<file path="src/vsw_pkg.sv">
// Package: register map, field layout and reset values of the video switch control block.
// Assumes a single 40 MHz clock domain; I2C pins are sampled as synchronous inputs.
package vsw_pkg;
    localparam logic [1:0] PTR_SINK1       = 2'h1;
    localparam logic [1:0] PTR_SINK2       = 2'h2;
    localparam logic [1:0] PTR_STATUS      = 2'h3;
    localparam logic [7:0] PTR_RESET       = 8'h03;
    localparam logic [7:0] SINK1_RESET     = 8'h08;
    localparam logic [7:0] SINK2_RESET     = 8'h09;
    localparam logic [7:0] STATUS_RESET    = 8'h10;
    localparam logic [4:0] ADDR_FIXED      = 5'h0b;
    localparam int         CFG_DEEMPH_BIT  = 4;
    localparam int         CFG_DDC_EN_BIT  = 3;
    localparam int         CFG_OUT_DIS_BIT = 2;
    localparam int         ST_PRIO_BIT     = 5;
    localparam int         ST_GATE_BIT     = 4;
    localparam logic [7:0] CFG_RW_MASK     = 8'h1f;
    localparam logic [7:0] ST_RW_MASK      = 8'h30;
    localparam logic [7:0] PTR_RW_MASK     = 8'h03;
    localparam logic [3:0] BIT_LAST        = 4'h7;
    localparam logic [3:0] BIT_ACK         = 4'h8;
    localparam int         NUM_SRC         = 4;
    localparam int         CLK_HZ          = 40000000;
    localparam int         FAST_SCL_HZ     = 400000;
    localparam int         SCL_HALF_CYC    = CLK_HZ / FAST_SCL_HZ / 2;
endpackage

</file>
<file path="src/vsw_i2c_ctrl.sv">
// I2C slave register block and port routing control of a 4-to-2 video switch.
// Assumes SCL and SDA are synchronous to i_ref_clk and pulled up outside.
// Function
// - Shared source drives both sinks; DDC and hot plug follow priority sink.
// - Gating on and source unpowered: sink outputs Z, hot plug low.
// - Pointer upper bits zero; low bits pick sink1, sink2 or status.
// - Pointer resets to select the status register.
// - Sink1 config: deemph, DDC enable, out disable, select; resets 0x08.
// - Sink2 config same layout, resets to 0x09.
// - Status: priority, gating enable, four power bits; resets 0x10.
// - Slave only, standard and fast mode rates.
// - Start condition detected at any time.
// - Matching address acked on ninth clock; otherwise silent.
// - Slave acks address, pointer and first data byte, not later bytes; transmitter releases SDA in ack slot.
// - Stop releases bus and waits for new start and address.
// - Only one data byte written per transaction.
// - Only one data byte returned per read transaction.
// - Address is fixed 01011 plus two address select pins.
// - Address select pins compared live, never latched.
// - Direction zero is write, one is read.
// - First write byte loads pointer, next byte writes the register.
// - Select codes 00 to 11 route sources 1 to 4.
// - Output disable sets TMDS Z; DDC enable clear sets DDC Z.
module vsw_i2c_ctrl
    import vsw_pkg::*;
#(
    parameter int SINK_COUNT = 2,
    parameter int SRC_COUNT  = NUM_SRC
)
(
    input  wire logic                 i_ref_clk,
    input  wire logic                 i_rst,
    input  wire logic                 i_scl,
    input  wire logic                 i_sda,
    output logic                      o_sda,
    output logic                      o_sda_oe,
    input  wire logic                 i_addr_select_hi,
    input  wire logic                 i_addr_select_lo,
    input  wire logic [NUM_SRC-1:0]   i_source_power_present,
    input  wire logic [1:0]           i_sink_hot_plug_in,
    output logic [1:0]                o_sink_tmds_enable,
    output logic [3:0]                o_sink_tmds_source,
    output logic [1:0]                o_sink_ddc_enable,
    output logic [1:0]                o_sink_deemphasis,
    output logic [NUM_SRC-1:0]        o_hot_plug_out,
    output logic [NUM_SRC-1:0]        o_source_ddc_enable,
    output logic [NUM_SRC-1:0]        o_source_ddc_sink,
    output logic [7:0]                o_register_pointer,
    output logic [7:0]                o_sink1_config,
    output logic [7:0]                o_sink2_config,
    output logic [7:0]                o_source_plug_status
);
    import vsw_pkg::*;

    // Routing serves exactly two sinks; the status word holds four power bits
    if (SINK_COUNT != 2) begin : g_sink_check
        $error("vsw_i2c_ctrl: only two sinks are supported");
    end
    if (SRC_COUNT != NUM_SRC) begin : g_src_check
        $error("vsw_i2c_ctrl: only four sources are supported");
    end

    typedef enum logic [2:0] {
        ST_IDLE, ST_ADDR, ST_ADDR_ACK, ST_WR_BYTE, ST_WR_ACK, ST_RD_BYTE, ST_RD_ACK, ST_IGNORE
    } vsw_state_type;

    vsw_state_type state_ff;
    logic       scl_ff;
    logic       sda_ff;
    logic [3:0] bit_cnt_ff;
    logic [7:0] shift_ff;
    logic       rd_ff;
    logic       ack_drive_ff;
    logic       match_ff;
    logic       data_phase_ff;
    logic [7:0] ptr_ff;
    logic [7:0] sink1_ff;
    logic [7:0] sink2_ff;
    logic [1:0] st_ctrl_ff;
    logic       sda_out_ff;
    logic       sda_oe_ff;

    logic scl_rise;
    logic scl_fall;
    logic start_det;
    logic stop_det;
    logic addr_hit;
    logic [7:0] status_val;
    logic [7:0] rd_val;
    logic [6:0] own_addr;
    logic [2:0] rd_idx;
    logic       byte_done;
    logic       rd_load;
    logic       wr_strobe;

    // Pointed register value, reserved bits forced low
    function automatic logic [7:0] sel_reg(input logic [1:0] sel, input logic [7:0] c1,
                                           input logic [7:0] c2, input logic [7:0] st);
        logic [7:0] r;
        r = 8'h00;
        case (sel)
            PTR_SINK1:  r = c1 & CFG_RW_MASK;
            PTR_SINK2:  r = c2 & CFG_RW_MASK;
            PTR_STATUS: r = st;
            default:    r = 8'h00;
        endcase
        return r;
    endfunction

    // Configuration register of one sink
    function automatic logic [7:0] sink_cfg(input int s, input logic [7:0] c1,
                                            input logic [7:0] c2);
        return (s == 0) ? c1 : c2;
    endfunction

    assign scl_rise  = i_scl & ~scl_ff;
    assign scl_fall  = ~i_scl & scl_ff;
    assign start_det = scl_ff & i_scl & sda_ff & ~i_sda;
    assign stop_det  = scl_ff & i_scl & ~sda_ff & i_sda;
    assign own_addr  = {ADDR_FIXED, i_addr_select_hi, i_addr_select_lo};
    assign addr_hit  = shift_ff[7:1] == own_addr;
    assign rd_idx    = 3'(BIT_LAST - 4'(bit_cnt_ff + 4'h1));
    assign byte_done = scl_fall && bit_cnt_ff == BIT_ACK;
    assign rd_load   = state_ff == ST_ADDR_ACK && rd_ff && scl_fall;
    assign wr_strobe = state_ff == ST_WR_ACK && scl_fall && !start_det && !stop_det;
    assign status_val = {2'h0, st_ctrl_ff, i_source_power_present};
    assign rd_val    = sel_reg(ptr_ff[1:0], sink1_ff, sink2_ff, status_val);

    always_ff @(posedge i_ref_clk or posedge i_rst) begin
        if (i_rst) begin
            scl_ff <= 1'b1;
            sda_ff <= 1'b1;
        end else begin
            scl_ff <= i_scl;
            sda_ff <= i_sda;
        end
    end

    // Bit-level protocol engine, sampling on SCL rise and acting on SCL fall
    always_ff @(posedge i_ref_clk or posedge i_rst) begin
        if (i_rst) begin
            state_ff      <= ST_IDLE;
            bit_cnt_ff    <= 4'h0;
            shift_ff      <= 8'h00;
            rd_ff         <= 1'b0;
            ack_drive_ff  <= 1'b0;
            match_ff      <= 1'b0;
            data_phase_ff <= 1'b0;
        end else if (start_det) begin
            state_ff      <= ST_ADDR;
            bit_cnt_ff    <= 4'h0;
            data_phase_ff <= 1'b0;
            ack_drive_ff  <= 1'b0;
        end else if (stop_det) begin
            state_ff     <= ST_IDLE;
            ack_drive_ff <= 1'b0;
        end else begin
            case (state_ff)
                ST_ADDR, ST_WR_BYTE: begin
                    if (scl_rise) begin
                        shift_ff   <= {shift_ff[6:0], i_sda};
                        bit_cnt_ff <= bit_cnt_ff + 4'h1;
                    end else if (byte_done) begin
                        if (state_ff == ST_ADDR) begin
                            rd_ff        <= shift_ff[0];
                            match_ff     <= addr_hit;
                            ack_drive_ff <= addr_hit;
                            state_ff     <= addr_hit ? ST_ADDR_ACK : ST_IGNORE;
                        end else begin
                            ack_drive_ff <= 1'b1;
                            state_ff     <= ST_WR_ACK;
                        end
                    end
                end
                ST_ADDR_ACK: begin
                    if (scl_fall) begin
                        ack_drive_ff <= 1'b0;
                        bit_cnt_ff   <= 4'h0;
                        state_ff     <= rd_ff ? ST_RD_BYTE : ST_WR_BYTE;
                    end
                end
                ST_WR_ACK: begin
                    if (scl_fall) begin
                        ack_drive_ff  <= 1'b0;
                        bit_cnt_ff    <= 4'h0;
                        data_phase_ff <= 1'b1;
                        state_ff      <= data_phase_ff ? ST_IGNORE : ST_WR_BYTE;
                    end
                end
                ST_RD_BYTE: begin
                    if (scl_fall) begin
                        bit_cnt_ff <= bit_cnt_ff + 4'h1;
                        if (bit_cnt_ff == BIT_LAST) begin
                            state_ff <= ST_RD_ACK;
                        end
                    end
                end
                ST_RD_ACK: begin
                    if (scl_fall) begin
                        state_ff <= ST_IGNORE;
                    end
                end
                ST_IGNORE: begin
                    state_ff <= ST_IGNORE;
                end
                default: begin
                    state_ff <= ST_IDLE;
                end
            endcase
        end
    end

    // Read shifter drives SDA after each SCL fall; released in ack slot
    always_ff @(posedge i_ref_clk or posedge i_rst) begin
        if (i_rst) begin
            sda_out_ff <= 1'b1;
            sda_oe_ff  <= 1'b0;
        end else if (start_det || stop_det) begin
            sda_out_ff <= 1'b1;
            sda_oe_ff  <= 1'b0;
        end else if (rd_load) begin
            sda_out_ff <= rd_val[7];
            sda_oe_ff  <= ~rd_val[7];
        end else if (state_ff == ST_RD_BYTE && scl_fall) begin
            if (bit_cnt_ff == BIT_LAST) begin
                sda_out_ff <= 1'b1;
                sda_oe_ff  <= 1'b0;
            end else begin
                sda_out_ff <= rd_val[rd_idx];
                sda_oe_ff  <= ~rd_val[rd_idx];
            end
        end else if (ack_drive_ff) begin
            sda_out_ff <= 1'b0;
            sda_oe_ff  <= 1'b1;
        end else if (state_ff != ST_RD_BYTE) begin
            sda_out_ff <= 1'b1;
            sda_oe_ff  <= 1'b0;
        end
    end

    // Register writes on the ack fall of the pointer byte and the first data byte
    always_ff @(posedge i_ref_clk or posedge i_rst) begin
        if (i_rst) begin
            ptr_ff     <= PTR_RESET;
            sink1_ff   <= SINK1_RESET;
            sink2_ff   <= SINK2_RESET;
            st_ctrl_ff <= STATUS_RESET[ST_PRIO_BIT:ST_GATE_BIT];
        end else if (wr_strobe) begin
            if (!data_phase_ff) begin
                ptr_ff <= shift_ff & PTR_RW_MASK;
            end else begin
                case (ptr_ff[1:0])
                    PTR_SINK1:  sink1_ff <= shift_ff & CFG_RW_MASK;
                    PTR_SINK2:  sink2_ff <= shift_ff & CFG_RW_MASK;
                    PTR_STATUS: st_ctrl_ff <= shift_ff[ST_PRIO_BIT:ST_GATE_BIT];
                    default:    ptr_ff <= ptr_ff;
                endcase
            end
        end
    end

    // Routing of TMDS, DDC and hot plug per sink
    always_comb begin
        logic [1:0] sel;
        logic       pwr_ok;
        logic       prio_sink;
        logic [7:0] cfg;
        o_sink_tmds_enable  = 2'h0;
        o_sink_ddc_enable   = 2'h0;
        o_hot_plug_out      = '0;
        o_source_ddc_enable = '0;
        o_source_ddc_sink   = '0;
        sel = 2'h0;
        pwr_ok = 1'b0;
        cfg = 8'h00;
        prio_sink = st_ctrl_ff[ST_PRIO_BIT-ST_GATE_BIT];
        for (int s = 0; s < SINK_COUNT; s++) begin
            cfg = sink_cfg(s, sink1_ff, sink2_ff);
            sel = cfg[1:0];
            pwr_ok = ~st_ctrl_ff[0] | i_source_power_present[sel];
            o_sink_tmds_enable[s] = pwr_ok & ~cfg[CFG_OUT_DIS_BIT];
            o_sink_ddc_enable[s] = pwr_ok & cfg[CFG_DDC_EN_BIT];
            if (sink1_ff[1:0] == sink2_ff[1:0] && (s != 32'(prio_sink))) begin
                o_sink_ddc_enable[s] = 1'b0;
            end
            if (pwr_ok && (sink1_ff[1:0] != sink2_ff[1:0] || s == 32'(prio_sink))) begin
                o_hot_plug_out[sel]      = i_sink_hot_plug_in[s];
                o_source_ddc_enable[sel] = o_sink_ddc_enable[s];
                o_source_ddc_sink[sel]   = (s == 1);
            end
        end
    end

    assign o_sda                = sda_out_ff;
    assign o_sda_oe             = sda_oe_ff;
    assign o_sink_tmds_source   = {sink2_ff[1:0], sink1_ff[1:0]};
    assign o_sink_deemphasis    = {sink2_ff[CFG_DEEMPH_BIT], sink1_ff[CFG_DEEMPH_BIT]};
    assign o_register_pointer   = ptr_ff;
    assign o_sink1_config       = sink1_ff & CFG_RW_MASK;
    assign o_sink2_config       = sink2_ff & CFG_RW_MASK;
    assign o_source_plug_status = status_val;
endmodule

</file>
<file path="config.mk">
export PLATFORM = sky130hd
export DESIGN_NAME = vsw_i2c_ctrl
export DESIGN_NICKNAME = d
export VERILOG_FILES = /design/src/vsw_pkg.sv /design/src/vsw_i2c_ctrl.sv
export SDC_FILE = /design/constraint.sdc
export NUM_CORES = 1
export LEC_CHECK = 0
export BUFFER_PORTS_ARGS = -buffer_cell sky130_fd_sc_hd__buf_2
export CAP_MARGIN = 25
export CORE_MARGIN = 4
export CORE_UTILIZATION = 55
export CTS_CLUSTER_SIZE = 14
export DETAILED_ROUTE_END_ITERATION = 16
export PLACE_DENSITY = 0.83
export REMOVE_ABC_BUFFERS = 1
export SYNTH_ARGS = -nofsm -noshare
export SYNTH_HDL_FRONTEND = slang
export SYNTH_SLANG_ARGS = --single-unit
</file>
<file path="constraint.sdc">
create_clock -name i_ref_clk -period 5.67 [get_ports i_ref_clk]
set_clock_uncertainty 0.15 [all_clocks]
set_input_delay 0.8505 -clock i_ref_clk [delete_from_list [all_inputs] [get_ports i_ref_clk]]
set_output_delay 0.8505 -clock i_ref_clk [all_outputs]
set_load 0.01 [all_outputs]
</file>
==> results.cfg <==
[logic_synthesis]
ys_ff_latch = 36
synth_cell_type_count = 54
syn_area_sq_um = 2470
yosysSeqAreaShare_pct = 36.9
yosysWarningCount = 0
avgSynthCellArea_sq_um = 9.70
ys.flop_type = dfrtp_1
synth_edf_count = 0
synthArstFlopShare_pct = 100
syn_inst = 255

[power_and_ir_drop]
p_sw_share_pct = 34.8
p_leak_uw = 0.00127
vdd_drop_max_mv = 0.196
clkPwrFrac_pct = 27.1
power_frac_seq_pct = 47.8
p_comb_share_pct = 25.2
p_sw_uw = 294
power_per_cell_area_nw_per_um2 = 312
p_int_uw = 550

[setup_path]
required_ns = 4.67
path_class = input port to primary output
start_kind = input port
critPathMaxFanout = 5
endpoint_kind = primary output
cp.arrival_ns = 2.26

[die]
fp.dieArea_sq_um = 5630
core_area_sq_um = 4350
die_x_um = 75.1
start_util_pct = 56.8
io_pins = 68
rows = 24
die_y_um = 75.1

[clock_network]
clkSlewWorstSetupHoldPaths_ns = 0.07
clock_latency_ns = 0.29
postCtsHoldBufs = 0
max-clock-path-buffers = 2
cts.sinks = 36
cts_root_buf = clkbuf_8
post_cts_resized = 0
cts_tree = yes
cts.htree.levels = 2
cts_buffers = 5
cts_setup_buffers = 0

[final_layout]
design_area_sq_um = 2700
area_delta_synth_final_pct = 9.26
fillers = 381
layout_common_cells = buf_2 (53), dfrtp_1 (27), mux2_2 (23)
final_nets = 306
num_antenna_cells = 0
final_common_cell = buf_2
layout-drive-gt1-share_pct = 35.5

[timing]
hold_viol_final = 0
timing.fmax_mhz = 307
tightest_slew_ns = 0.603
rsz0062_at_grt = false
period_needed_ns = 3.26
relSlewSlack_pct = 59.4
setup_viol = 0
drv_slew = 0
final.period_utilization_pct = 57.5
fin_tns_setup_ns = 0

[route]
drt-met1-wl_um = 2300
route.detailed.drc = 0
route.met2.wl_um = 2700
ant_nets = 0
wl_met3_um = 382
via_per_inst = 5.94
route.top_layer_used = met4
avgRoutedWirePerCell_um = 15.9
drt-initial-drc-count = 189
vias = 2051
drt-total-wl_um = 5490
drt_pass1_iterations = 4

[global_route]
grt_pass1_wl_um = 8960
grtUsageTotal_pct = 20.8
antenna_found_initial = 0
grt_pass1_vias = 1902
overflow = 0
grt_max_degree = 37

[run_status]
outcome = completed

[placement]
place_area_sq_um = 2590
gp_congestion = 0.988
dp.final_hpwl_um = 4070
io_buffers = 53

[flow_run]
cap_violations = 0

[hold_path]
min_path_type = flip-flop to flip-flop
-- worst paths after layout --
kind | from | endpoint | slack (ns) | cells past startpoint
max in group asynchronous | i_rst | sink2_ff[0]$_DFFE_PP1P_ | 4.53 | 3
setup reg to reg | o_register_pointer[0]$_DFFE_PP1P_ | o_sda$_DFFE_PP1P_ | 3.43 | 5
min in group asynchronous | i_rst | state_ff[2]$_DFFE_PP0P_ | 0.49 | 3
setup / recovery | i_source_power_present[3] | o_hot_plug_out[1] | 2.41 | 7
hold reg to reg | shift_ff[7]$_DFFE_PP0P_ | shift_ff[7]$_DFFE_PP0P_ | 0.35 | 1
hold / removal | shift_ff[7]$_DFFE_PP0P_ | shift_ff[7]$_DFFE_PP0P_ | 0.35 | 1
-- kinds of logic after synthesis --
family,count (synthesis),share of synthesized area [%]
AOI/OAI and AO/OA,61,17.2
other,1,0.152
DFF,36,36.9
adders and majority gates,2,1.01
and+or+nand+nor,71,15.5
muxes,30,14.8
buffers and inverters,49,12.7
xor gates and xnor gates,5,1.77
-- cell type report --
type,count,area (sq um),area share [%]
clock buffers,5,68.8,2.55
clock inverters,3,42.5,1.57
inverters,12,45.0,1.67
multi-input cells,183,1300,48.0
flip-flops and latches,36,912,33.8
well taps,52,65.1,2.41
repair buffers,54,273,10.1
-- sequential cells by signal, indices dropped and copies added (netlist names) --
name	cells
sda_ff	1
rd_ff	1
data_phase_ff	1
ack_drive_ff	1
st_ctrl_ff	2
shift_ff	8
sink2_ff	5
o_sda	1
sink1_ff	5
bit_cnt_ff	4
o_register_pointer	2
o_sda_oe	1
state_ff	3
scl_ff	1
-- metrics by stage --
step                total power [uW]  cells  setup slack (ns)  utilization, %  hold WS [ns]
floorplan                        547    231              2.71               -         0.308
global placement                 609    337              2.46            59.5         0.338
detailed placement               619    337              2.43            59.5         0.342
CTS                              847    345              2.42            62.1         0.357
global route                     897    345              2.28            62.1         0.374
finish                           844    345              2.41            62.1         0.352
-- critical path: stages --
cell,delay (ns)
buf_2,0.12
mux4_2,0.45
nor2_1,0.15
a31oi_1,0.09
and2_1,0.21
a32o_1,0.25
buf_2,0.14
-- routing by layer --
metal	global-route usage, %	up-vias
met3	4.94	13
met4	9.29	0
met1	27.0	1006
met5	0	-
met2	33.1	79
li1	-	953
-- synth_stat cells (all sizes together), types with 5 or more instances --
| cell | instances | area (sq um) |
|---|---|---|
| dfstp | 9 | 236 |
| a21oi | 8 | 40.0 |
| nor3 | 6 | 30.0 |
| inv | 12 | 45.0 |
| nand2 | 17 | 66.3 |
| dfrtp | 27 | 676 |
| mux2 | 23 | 259 |
| nor2b | 8 | 50.1 |
| nand2b | 5 | 31.3 |
| buf | 34 | 258 |
| o21ai | 21 | 105 |
| nor2 | 15 | 56.3 |
-- power groups by stage --
stage | logic, uW | clock network, uW | registers [uW]
finish | 212 | 229 | 403
global route | 240 | 244 | 414
detailed placement | 212 | 0 | 406
CTS | 213 | 232 | 401
floorplan | 167 | 0 | 380
global placement | 206 | 0 | 404
Power figures use the tool's default switching activity.
